$ cat src/rtl/pll_fb_pkg.sv
// Package: constants and types for the PLL feedback divider and lock detector
package pll_fb_pkg;

  // ==========================================================================
  // Register map (word offsets as byte addresses)
  localparam logic [7:0] ADDR_DIVIDER = 8'h00;
  localparam logic [7:0] ADDR_DELAY = 8'h04;
  localparam logic [7:0] ADDR_LOCK_CFG = 8'h08;
  localparam logic [7:0] ADDR_PIN_CFG = 8'h0c;
  localparam logic [7:0] ADDR_OUT_ENABLE = 8'h10;
  localparam logic [7:0] ADDR_STATUS = 8'h14;

  // ==========================================================================
  // Field positions
  localparam int B_LSB = 0;
  localparam int A_LSB = 13;
  localparam int PRESCALE_LSB = 19;
  localparam int AB_RESET_BIT = 22;
  localparam int SHARED_RESET_BIT = 23;
  localparam int SYNC_SEL_LSB = 24;
  localparam int B_BYPASS_BIT = 26;

  // ==========================================================================
  // Reset values and counts
  localparam logic [31:0] DIVIDER_RESET = 32'h0000_0003;
  localparam logic [31:0] LOCK_CFG_RESET = 32'h0000_0000;
  localparam logic [31:0] PIN_CFG_RESET = 32'h0000_0000;
  localparam logic [5:0] LOCK_PIN_CURRENT_SOURCE = 6'h04;
  localparam logic [5:0] PIN_SEL_DIGITAL_LOCK = 6'h01;
  localparam logic [5:0] PIN_SEL_NCH_ANALOG = 6'h02;
  localparam logic [5:0] PIN_SEL_PCH_ANALOG = 6'h03;
  localparam logic [5:0] PIN_SEL_COMPARATOR = 6'h05;
  localparam real CLOCK_MHZ = 50.0;
  localparam real DELAY_SPAN_NS = 1.0;
  localparam int DELAY_STEPS = 8;
  localparam int WIN_W = 8;

  typedef enum logic [2:0] {
    PRESCALE_FD1 = 3'b000,
    PRESCALE_FD2 = 3'b001,
    PRESCALE_DM2 = 3'b010,
    PRESCALE_DM4 = 3'b011,
    PRESCALE_DM8 = 3'b100,
    PRESCALE_DM16 = 3'b101,
    PRESCALE_DM32 = 3'b110,
    PRESCALE_FD3 = 3'b111
  } prescale_t;

  typedef struct packed {
    logic b_bypass;
    logic [1:0] sync_sel;
    logic shared_reset;
    logic ab_reset;
    prescale_t prescale;
    logic [5:0] a_count;
    logic [12:0] b_count;
  } divider_cfg_t;

  typedef struct packed {
    logic delay_ref_en;
    logic [2:0] delay_ref;
    logic delay_fb_en;
    logic [2:0] delay_fb;
  } delay_cfg_t;

endpackage

$ cat src/rtl/pll_feedback_lock.sv
// Module: PLL feedback A/B divider, path delays, digital lock detector, pin muxes
//
// Notes on behaviour
// - A equal to zero counts as zero, not as one.
// - With B bypassed, A is zero and division equals the prescaler ratio.
// - Dedicated and shared reset bits hold A/B in reset until cleared.
// - Enabled sync pin, low, resets reference, A and B counters; off by default.
// - Reference and feedback paths each have optional 3-bit delay.
// - Lock after programmed count of consecutive cycles under lock threshold.
// - Lock holds until one cycle exceeds the unlock threshold.
// - Unlock threshold wider than lock threshold gives hysteresis.
// - Window depends on range bit and antibacklash width; counter setting sets the cycle count.
// - Digital lock selectable on lock, status and reference monitor pins.
// - Analog lock offers n-channel and p-channel open-drain pulse modes.
// - Current-source mode releases the lock pin and sources current into it while locked, else drives it to ground.
// - Comparator output selectable for reference monitor and status pins.
// - Outputs flagged in enable-on-lock registers follow the charged indicator while the comparator is enabled, else stay off.
// - Dual modulus division is modulus times B plus A.
// - Fixed divide modes ignore A; division is prescaler times B.
`timescale 1ns/1ps
module pll_feedback_lock
  import pll_fb_pkg::*;
(
  // Clock, reset, enable
  input wire logic CLOCK_IN,
  input wire logic RESET_N_IN,
  input wire logic CLOCK_ENABLE_IN,
  // Wishbone slave
  input wire logic WB_CYC_IN,
  input wire logic WB_STB_IN,
  input wire logic WB_WE_IN,
  input wire logic [7:0] WB_ADR_IN,
  input wire logic [3:0] WB_SEL_IN,
  input wire logic [31:0] WB_DAT_IN,
  output logic [31:0] WB_DAT_OUT,
  output logic WB_ACK_OUT,
  // Clock paths
  input wire logic REF_EDGE_IN,
  input wire logic VCO_TICK_IN,
  input wire logic SYNC_N_IN,
  output logic REF_COUNTER_RESET_OUT,
  output logic FEEDBACK_EDGE_OUT,
  // Lock pin (open drain, enable low drives), comparator
  input wire logic LOCK_PIN_IN,
  output logic LOCK_PIN_OUT,
  output logic LOCK_PIN_OE_N_OUT,
  output logic CURRENT_SOURCE_ON_OUT,
  // Status pins
  output logic STATUS_PIN_OUT,
  output logic REFERENCE_MONITOR_PIN_OUT,
  output logic [15:0] OUTPUT_ENABLE_OUT
);

  // ==========================================================================
  // Registers
  divider_cfg_t div_cfg;
  delay_cfg_t delay_cfg;
  logic [31:0] lock_cfg;
  logic [31:0] pin_cfg;
  logic [15:0] out_en_mask;
  logic digital_lock_flag;
  logic charged_lock_indicator;
  logic [WIN_W-1:0] phase_diff;

  wire bus_req = WB_CYC_IN && WB_STB_IN && !WB_ACK_OUT;
  wire bus_wr = bus_req && WB_WE_IN;

  function automatic logic [31:0] merge(input logic [31:0] old, input logic [31:0] data, input logic [3:0] sel);
    logic [31:0] r;
    r = old;
    for (int i = 0; i < 4; i++) begin
      if (sel[i]) begin
        r[i*8 +: 8] = data[i*8 +: 8];
      end
    end
    return r;
  endfunction

  always_ff @(posedge CLOCK_IN or negedge RESET_N_IN) begin
    if (!RESET_N_IN) begin
      WB_ACK_OUT <= 1'b0;
    end else if (CLOCK_ENABLE_IN) begin
      WB_ACK_OUT <= bus_req;
    end
  end

  // Reset bits are levels: they stay set until software clears them
  always_ff @(posedge CLOCK_IN or negedge RESET_N_IN) begin
    if (!RESET_N_IN) begin
      div_cfg <= divider_cfg_t'(DIVIDER_RESET);
      delay_cfg <= '0;
      lock_cfg <= LOCK_CFG_RESET;
      pin_cfg <= PIN_CFG_RESET;
      out_en_mask <= '0;
    end else if (CLOCK_ENABLE_IN && bus_wr) begin
      unique case (WB_ADR_IN)
        ADDR_DIVIDER: div_cfg <= divider_cfg_t'(27'(merge(32'(div_cfg), WB_DAT_IN, WB_SEL_IN)));
        ADDR_DELAY: delay_cfg <= delay_cfg_t'(8'(merge(32'(delay_cfg), WB_DAT_IN, WB_SEL_IN)));
        ADDR_LOCK_CFG: lock_cfg <= merge(lock_cfg, WB_DAT_IN, WB_SEL_IN);
        ADDR_PIN_CFG: pin_cfg <= merge(pin_cfg, WB_DAT_IN, WB_SEL_IN);
        ADDR_OUT_ENABLE: out_en_mask <= 16'(merge(32'(out_en_mask), WB_DAT_IN, WB_SEL_IN));
        default: ;
      endcase
    end
  end

  always_ff @(posedge CLOCK_IN or negedge RESET_N_IN) begin
    if (!RESET_N_IN) begin
      WB_DAT_OUT <= '0;
    end else if (CLOCK_ENABLE_IN && bus_req) begin
      unique case (WB_ADR_IN)
        ADDR_DIVIDER: WB_DAT_OUT <= 32'(div_cfg);
        ADDR_DELAY: WB_DAT_OUT <= 32'(delay_cfg);
        ADDR_LOCK_CFG: WB_DAT_OUT <= lock_cfg;
        ADDR_PIN_CFG: WB_DAT_OUT <= pin_cfg;
        ADDR_OUT_ENABLE: WB_DAT_OUT <= 32'(out_en_mask);
        ADDR_STATUS: WB_DAT_OUT <= {22'h0, phase_diff, charged_lock_indicator, digital_lock_flag};
        default: WB_DAT_OUT <= 32'h0000_0000;
      endcase
    end
  end

  // ==========================================================================
  // Resets of the counters
  wire sync_reset = (div_cfg.sync_sel != 2'h0) && !SYNC_N_IN;
  wire ab_hold = div_cfg.ab_reset || div_cfg.shared_reset || sync_reset;
  assign REF_COUNTER_RESET_OUT = div_cfg.shared_reset || sync_reset;

  // ==========================================================================
  // Prescaler and A/B counters; VCO_TICK_IN is one input cycle per clock
  function automatic logic [5:0] modulus(input prescale_t p);
    unique case (p)
      PRESCALE_FD1: modulus = 6'h01;
      PRESCALE_FD2: modulus = 6'h02;
      PRESCALE_FD3: modulus = 6'h03;
      PRESCALE_DM2: modulus = 6'h02;
      PRESCALE_DM4: modulus = 6'h04;
      PRESCALE_DM8: modulus = 6'h08;
      PRESCALE_DM16: modulus = 6'h10;
      PRESCALE_DM32: modulus = 6'h20;
    endcase
  endfunction

  wire fixed_divide_mode = div_cfg.prescale inside {PRESCALE_FD1, PRESCALE_FD2, PRESCALE_FD3};
  logic [5:0] pre_count;
  logic [12:0] b_left;
  logic [5:0] a_left;
  logic fb_pulse;
  // A counter swallows one extra input cycle per prescaler pass (P+1)
  wire [5:0] pre_top = (!fixed_divide_mode && !div_cfg.b_bypass && a_left != 6'h00) ?
                       modulus(div_cfg.prescale) : 6'(modulus(div_cfg.prescale) - 6'h01);
  wire pre_wrap = VCO_TICK_IN && (pre_count == pre_top);
  wire [12:0] b_top = div_cfg.b_bypass ? 13'h0001 : div_cfg.b_count;

  always_ff @(posedge CLOCK_IN or negedge RESET_N_IN) begin
    if (!RESET_N_IN) begin
      pre_count <= '0;
      b_left <= 13'h0001;
      a_left <= '0;
      fb_pulse <= 1'b0;
    end else if (CLOCK_ENABLE_IN) begin
      fb_pulse <= 1'b0;
      if (ab_hold) begin
        pre_count <= '0;
        b_left <= b_top;
        a_left <= fixed_divide_mode ? 6'h00 : div_cfg.a_count;
      end else if (pre_wrap) begin
        pre_count <= '0;
        if (a_left != 6'h00) begin
          a_left <= a_left - 6'h01;
        end
        if (b_left <= 13'h0001) begin
          b_left <= b_top;
          a_left <= (fixed_divide_mode || div_cfg.b_bypass) ? 6'h00 : div_cfg.a_count;
          fb_pulse <= 1'b1;
        end else begin
          b_left <= b_left - 13'h0001;
        end
      end else if (VCO_TICK_IN) begin
        pre_count <= pre_count + 6'h01;
      end
    end
  end

  // ==========================================================================
  // Path delays
  logic ref_delayed;
  logic fb_delayed;

  pll_delay_line ref_delay (
    .clk(CLOCK_IN),
    .rst_n(RESET_N_IN),
    .ce(CLOCK_ENABLE_IN),
    .enable(delay_cfg.delay_ref_en),
    .select(delay_cfg.delay_ref),
    .pulse_in(REF_EDGE_IN),
    .pulse_out(ref_delayed)
  );

  pll_delay_line fb_delay (
    .clk(CLOCK_IN),
    .rst_n(RESET_N_IN),
    .ce(CLOCK_ENABLE_IN),
    .enable(delay_cfg.delay_fb_en),
    .select(delay_cfg.delay_fb),
    .pulse_in(fb_pulse),
    .pulse_out(fb_delayed)
  );

  assign FEEDBACK_EDGE_OUT = fb_delayed;

  // ==========================================================================
  // Digital lock detector: measures edge separation in clocks
  // lock_cfg[1:0] antibacklash, [4] window range, [6:5] counter
  wire [WIN_W-1:0] lock_thr = WIN_W'({lock_cfg[4] ? 4'h1 : 4'h2, lock_cfg[1:0]} >> 1) + WIN_W'(1);
  wire [WIN_W-1:0] unlock_thr = WIN_W'(lock_thr << 1);
  // Nine bits: the longest count setting asks for 320 good cycles
  wire [8:0] needed = 9'h005 << (2 * lock_cfg[6:5]);

  logic measuring;
  logic [WIN_W-1:0] span;
  logic [8:0] good_count;
  wire edge_a = ref_delayed;
  wire edge_b = fb_delayed;

  // First edge of a pair opens the window, second closes it
  always_ff @(posedge CLOCK_IN or negedge RESET_N_IN) begin
    if (!RESET_N_IN) begin
      measuring <= 1'b0;
      span <= '0;
      phase_diff <= '0;
      good_count <= '0;
      digital_lock_flag <= 1'b0;
    end else if (CLOCK_ENABLE_IN) begin
      if (edge_a && edge_b) begin
        measuring <= 1'b0;
        phase_diff <= '0;
      end else if (edge_a || edge_b) begin
        measuring <= !measuring;
        span <= '0;
        if (measuring) begin
          phase_diff <= span + WIN_W'(1);
        end
      end else if (measuring && span != '1) begin
        span <= span + WIN_W'(1);
      end
      if ((edge_a || edge_b) && (edge_a && edge_b || measuring)) begin
        if ((edge_a && edge_b) || span + WIN_W'(1) < lock_thr) begin
          if (good_count != 9'h1ff) begin
            good_count <= good_count + 9'h001;
          end
          if (good_count + 9'h001 >= needed) begin
            digital_lock_flag <= 1'b1;
          end
        end else begin
          good_count <= '0;
          if (span + WIN_W'(1) > unlock_thr) begin
            digital_lock_flag <= 1'b0;
          end
        end
      end else if (measuring && span >= unlock_thr) begin
        good_count <= '0;
        digital_lock_flag <= 1'b0;
      end
    end
  end

  // ==========================================================================
  // Lock pin drivers and output routing
  wire [5:0] lock_sel = pin_cfg[5:0];
  wire [5:0] status_sel = pin_cfg[13:8];
  wire [4:0] reference_monitor_pin_sel = pin_cfg[20:16];
  wire comparator_en = pin_cfg[24];
  wire analog_pulse = edge_a ^ edge_b;
  wire current_mode = (lock_sel == LOCK_PIN_CURRENT_SOURCE);

  always_comb begin
    LOCK_PIN_OUT = 1'b0;
    LOCK_PIN_OE_N_OUT = 1'b1;
    CURRENT_SOURCE_ON_OUT = 1'b0;
    if (lock_sel == PIN_SEL_DIGITAL_LOCK) begin
      LOCK_PIN_OUT = digital_lock_flag;
      LOCK_PIN_OE_N_OUT = 1'b0;
    end else if (lock_sel == PIN_SEL_NCH_ANALOG) begin
      LOCK_PIN_OE_N_OUT = !analog_pulse;
    end else if (lock_sel == PIN_SEL_PCH_ANALOG) begin
      LOCK_PIN_OUT = 1'b1;
      LOCK_PIN_OE_N_OUT = !analog_pulse;
    end else if (current_mode) begin
      CURRENT_SOURCE_ON_OUT = digital_lock_flag;
      LOCK_PIN_OE_N_OUT = digital_lock_flag;
    end
  end

  // Comparator off reads as high, matching the holdover expectation
  assign charged_lock_indicator = comparator_en ? LOCK_PIN_IN : 1'b1;

  function automatic logic route(input logic [5:0] sel, input logic dl, input logic cmp);
    route = (sel == PIN_SEL_DIGITAL_LOCK) ? dl : (sel == PIN_SEL_COMPARATOR) ? cmp : 1'b0;
  endfunction

  assign STATUS_PIN_OUT = route(status_sel, digital_lock_flag, charged_lock_indicator);
  assign REFERENCE_MONITOR_PIN_OUT = route({1'b0, reference_monitor_pin_sel}, digital_lock_flag, charged_lock_indicator);
  // Gated without the clock: follows the indicator directly while the comparator is enabled, else held off
  assign OUTPUT_ENABLE_OUT = out_en_mask & {16{charged_lock_indicator && comparator_en}};

  // ==========================================================================
  // Checks
  lock_needs_count_a: assert property (@(posedge CLOCK_IN) disable iff (!RESET_N_IN)
    $rose(digital_lock_flag) |-> $past(good_count) + 9'h001 >= $past(needed))
    else $error("lock raised before enough good cycles");
  hold_no_edge_a: assert property (@(posedge CLOCK_IN) disable iff (!RESET_N_IN)
    $past(ab_hold) && ab_hold |-> !fb_pulse)
    else $error("feedback edge while counters held");
  sync_reset_ref_a: assert property (@(posedge CLOCK_IN) disable iff (!RESET_N_IN)
    (div_cfg.sync_sel == 2'h0 && !div_cfg.shared_reset) |-> !REF_COUNTER_RESET_OUT)
    else $error("sync reset acted while disabled");
  current_source_a: assert property (@(posedge CLOCK_IN) disable iff (!RESET_N_IN)
    current_mode |-> (CURRENT_SOURCE_ON_OUT == digital_lock_flag) && (LOCK_PIN_OE_N_OUT == digital_lock_flag))
    else $error("current source mode wrong");
  unlock_drop_a: assert property (@(posedge CLOCK_IN) disable iff (!RESET_N_IN)
    $fell(digital_lock_flag) |-> $past(good_count) == 9'h000 || $past(span) + WIN_W'(1) > lock_thr)
    else $error("lock dropped without large error");
  hysteresis_a: assert property (@(posedge CLOCK_IN) disable iff (!RESET_N_IN)
    unlock_thr > lock_thr)
    else $error("unlock threshold not wider");
  output_gate_a: assert property (@(posedge CLOCK_IN) disable iff (!RESET_N_IN)
    !charged_lock_indicator |-> OUTPUT_ENABLE_OUT == 16'h0000)
    else $error("output enabled without lock indication");
  status_route_a: assert property (@(posedge CLOCK_IN) disable iff (!RESET_N_IN)
    status_sel == PIN_SEL_DIGITAL_LOCK |-> STATUS_PIN_OUT == digital_lock_flag)
    else $error("status pin does not follow lock");
  lock_seen_c: cover property (@(posedge CLOCK_IN) disable iff (!RESET_N_IN) $rose(digital_lock_flag));
  unlock_seen_c: cover property (@(posedge CLOCK_IN) disable iff (!RESET_N_IN) $fell(digital_lock_flag));
  fb_edge_c: cover property (@(posedge CLOCK_IN) disable iff (!RESET_N_IN) fb_pulse && !fixed_divide_mode);

endmodule

$ cat src/rtl/pll_delay_line.sv
// Module: programmable clock-cycle delay of an edge pulse
`timescale 1ns/1ps
module pll_delay_line
  import pll_fb_pkg::*;
(
  input wire logic clk,
  input wire logic rst_n,
  input wire logic ce,
  input wire logic enable,
  input wire logic [2:0] select,
  input wire logic pulse_in,
  output logic pulse_out
);

  logic [DELAY_STEPS-1:0] taps;

  always_ff @(posedge clk or negedge rst_n) begin
    if (!rst_n) begin
      taps <= '0;
    end else if (ce) begin
      taps <= {taps[DELAY_STEPS-2:0], pulse_in};
    end
  end

  // Steps of one clock stand in for the sub-ns analog cell
  always_comb begin
    if (enable) begin
      pulse_out = taps[select];
    end else begin
      pulse_out = pulse_in;
    end
  end

endmodule

$ cat config.mk
export PLATFORM = sky130hd
export DESIGN_NAME = pll_feedback_lock
export DESIGN_NICKNAME = d
export VERILOG_FILES = /design/src/rtl/pll_fb_pkg.sv /design/src/rtl/pll_feedback_lock.sv /design/src/rtl/pll_delay_line.sv
export SDC_FILE = /design/constraint.sdc
export NUM_CORES = 1
export LEC_CHECK = 0
export ABC_AREA = 1
export BUFFER_PORTS_ARGS = -buffer_cell sky130_fd_sc_hd__buf_2
export CAP_MARGIN = 0
export CORE_MARGIN = 2
export CORE_UTILIZATION = 50
export CTS_CLUSTER_DIAMETER = 60
export DETAILED_ROUTE_END_ITERATION = 7
export GPL_TIMING_DRIVEN = 0
export HOLD_SLACK_MARGIN = 0.15
export PLACE_DENSITY_LB_ADDON = 0.25
export SETUP_SLACK_MARGIN = 0.1
export SYNTH_ARGS = -nofsm -noshare
export SYNTH_HDL_FRONTEND = slang
export SYNTH_SLANG_ARGS = --single-unit
$ cat constraint.sdc
create_clock -name CLOCK_IN -period 3.14 [get_ports CLOCK_IN]
set_input_delay 0.628 -clock CLOCK_IN [delete_from_list [all_inputs] [get_ports CLOCK_IN]]
set_output_delay 0.628 -clock CLOCK_IN [all_outputs]
set_load 0.05 [all_outputs]
==> out/summary.txt <==
crit path DAT = 2.36 ns
drc violations = 0
FMAX = 335 MHz
CP endpoint kind = primary output
Synth Cell Area = 11100 um2
status = complete, no violations
r2r setup slk = 0.43 ns
R2R cell count = 9
antenna diode count = 0
period utilisation layout = 95.0%
die area = 23400 um2
fin crit period = 2.98 ns
hold_ws = 0.210 ns
post-route clock skew = 0.0134 ns
Ports = 110
fin. max-slew vios = 0
hpwl dp = 21.9 mm
Initial Utilization = 50.9%
Avg Inst Size Synth = 8.04 um2
Via density = 5.48
share of cells above drive strength 1 = 13.6%
PwrDens = 588 nW/um2
ys flop type = dfrtp_1
# rows = 54
Post-synth EDFFs = 0
fin cells = 1817
wire per inst = 16.7 um
antenna violations before repair = 0
hold-fix buffers at CTS = 0
synth unique cells = 47
Hold/Removal Path Class = primary input to asynchronous set/reset pin
post-route ant nets = 0
area grow syn2layout = 16.1%
CTS tree = done
cells after synthesis = 1380
reg-to-reg endpoint = lock_cfg[6]
Fillers = 2003
first-pass GRT wire length = 49.7 mm
syn nets = 1465
Die Width = 153 um
First-pass DRT Iterations = 5
PortBufs = 108
Crit Path Category = register to primary output
Final setup viols = 0
final core occ = 59.1%
dpl cells = 1769
RSZ-0062 raised after global routing = true
critical path, cell by cell = buf_6, o211ai_1, nand3_1, o311ai_1, o21ai_1, inv_1, ha_1, nand4_1, o221a_2, buf_8
routed vias = 9950
largest net degree at the start of global routing = 116
NumNets Final = 1603
WP data required = 2.51 ns
final hold vios = 0
clock root cell = clkbuf_16
Crit path largest cell delay = 0.45 ns
P_leak = 6.32 nW
r2r startpoint = WB_ACK_OUT
setup tns final = 0 ns
worst skew pair latency = 0.53 ns
DRT Wirelength = 30.4 mm
Ys Warns = 0
H-tree depth = 1
FF+latch count, synth = 217
critical-path maximum fanout = 6
register area share after synthesis = 48.9%
CP Launch Type = register
Num CTS Buffers = 25
Core ar. = 21800 um2
vias in the first global route = 9508
Crit-path slowest cell = dfrtp_2
Slew @ Worst Pin = 0.892 ns
TritonCTS sink count = 217
Die Ht = 153 um
clock slew at reported path FFs = 0.06 ns
DRT iter0 DRCs = 900
Max-Cap Viols = 0
RePlAce Congestion = 0.908
fraction of registers with async set/reset = 100%
worst vdd ir = 403 uV
Slew headroom = 40.5%
Longest Clk Path Bufs = 3
GRT Util Overall = 26.1%
total gr overflow = 0
sequential cells by signal (all words and copies together), names as in the netlist, 9 cells and up:
signal	cells
div_cfg	27
WB_DAT_OUT	32
good_count	9
lock_cfg	32
pin_cfg	32
out_en_mask	16
b_left	13
metal layers:
layer | track usage, % | up-vias | wire length [um]
met5 | 0 | - | 0
met4 | 6.83 | 0 | 667
met3 | 3.88 | 54 | 2330
met2 | 40.3 | 398 | 13500
met1 | 38.7 | 4696 | 13900
li1 | - | 4802 | -
synth_stat cells (all sizes together), types with 2 or more instances:
cell type / instances / area share (%)
nand2: 397 / 14
dfrtp: 214 / 48
o21ai: 212 / 9.9
inv: 176 / 6.0
nor2: 87 / 3.1
nand3: 41 / 1.9
nand4: 36 / 2.0
clkbuf: 34 / 1.1
ha: 31 / 3.5
o22ai: 27 / 1.5
xor2: 23 / 1.8
a21oi: 20 / 0.94
a221oi: 15 / 1.2
buf: 13 / 0.80
a22o: 6 / 0.47
nor3: 5 / 0.27
xnor2: 5 / 0.39
a21boi: 4 / 0.27
a211oi: 3 / 0.20
a31oi: 3 / 0.17
clkinv: 3 / 0.10
dfstp: 3 / 0.71
o2111ai: 3 / 0.24
o211ai: 3 / 0.20
a22oi: 2 / 0.14
nand3b: 2 / 0.14
nor4: 2 / 0.11
o221ai: 2 / 0.16
o31ai: 2 / 0.14
stage by stage:
stage               area, um2  total power [W]  setup slack, ns
floorplan               11100          0.00431           0.0801
global placement        12000          0.00466            -2.34
detailed placement      12000          0.00471          -0.0898
CTS                     12900          0.00760            0.105
global route            12900          0.00797           0.0125
finish                  12900          0.00759            0.157
cells in the final DEF, fill, tap and decap left out, drive strengths merged:
| cell type | count |
|---|---|
| ha | 31 |
| o2111ai | 3 |
| nand4 | 36 |
| nand3 | 41 |
| a22o | 6 |
| o21ai | 212 |
| xnor2 | 5 |
| o221a | 1 |
| bufinv | 1 |
| o21a | 1 |
| nor3 | 5 |
| a221oi | 15 |
| nand3b | 2 |
| inv | 179 |
| nand2 | 397 |
| o311ai | 1 |
| nor3b | 1 |
| buf | 126 |
| a31oi | 3 |
| o22ai | 27 |
| nor2 | 87 |
| o31ai | 2 |
| a21boi | 4 |
| a22oi | 2 |
| dfrtp | 214 |
| o211ai | 3 |
| xor2 | 23 |
| clkinvlp | 1 |
| a211oi | 3 |
| nor4 | 2 |
| dfstp | 3 |
| a2111oi | 1 |
| a21oi | 20 |
| clkbuf | 71 |
| or2 | 1 |
| clkinv | 5 |
| o221ai | 2 |
power by group:
group / internal (W) / leakage, nW / switching (W)
combinational: 0.000551 / 2.96 / 0.000937
clock: 0.00171 / 0.398 / 0.00119
sequential: 0.00300 / 2.97 / 0.000204
worst max-delay path, delay by kind of cell (launching register included):
kind	cells	cell delay, ns
AOI/OAI and AO/OA	4	0.60
buffers and inverters	3	0.38
adders and majority gates	1	0.22
and+or+nand+nor	2	0.19
DFF	1	0.45
what timing repair did:
item,in CTS,in global routing
pin swaps,0,4
endpoints found under the setup margin,10,25
buffers inserted,3,1
resized for setup,6,11
layout make-up:
| class | count | area [um2] | area share (%) |
|---|---|---|---|
| Buffer | 45 | 210 | 1.63 |
| Clock buffer | 39 | 738 | 5.73 |
| Clock inverter | 7 | 76.3 | 0.592 |
| Inverter | 179 | 672 | 5.21 |
| Multi-Input combinational cell | 937 | 4790 | 37.1 |
| Sequential cell | 217 | 5440 | 42.2 |
| Tap cell | 280 | 350 | 2.72 |
| Timing Repair Buffer | 113 | 622 | 4.82 |
how the worst max path moves through the flow:
stage | end | slack, ns | start | cells past startpoint
final | LOCK_PIN_OE_N_OUT | 0.16 | delay_cfg[0] | 10
after global routing | LOCK_PIN_OE_N_OUT | 0.01 | delay_cfg[4] | 10
after CTS | LOCK_PIN_OE_N_OUT | 0.11 | delay_cfg[0] | 10
after detailed placement | good_count[8] | -0.09 | delay_cfg[0] | 14
after global placement | pin_cfg[30] | -2.34 | RESET_N_IN | 1
after floorplan | STATUS_PIN_OUT | 0.08 | LOCK_PIN_IN | 2
cell families after synthesis:
| group | count (synthesis) | share of synthesized area [%] |
|---|---|---|
| flops | 217 | 48.9 |
| compound gates | 306 | 15.8 |
| xor+xnor | 28 | 2.21 |
| buf+inv | 226 | 8.00 |
| fa+ha+maj | 31 | 3.49 |
| simple gates | 572 | 21.5 |
(Power assumes the default switching activity.)
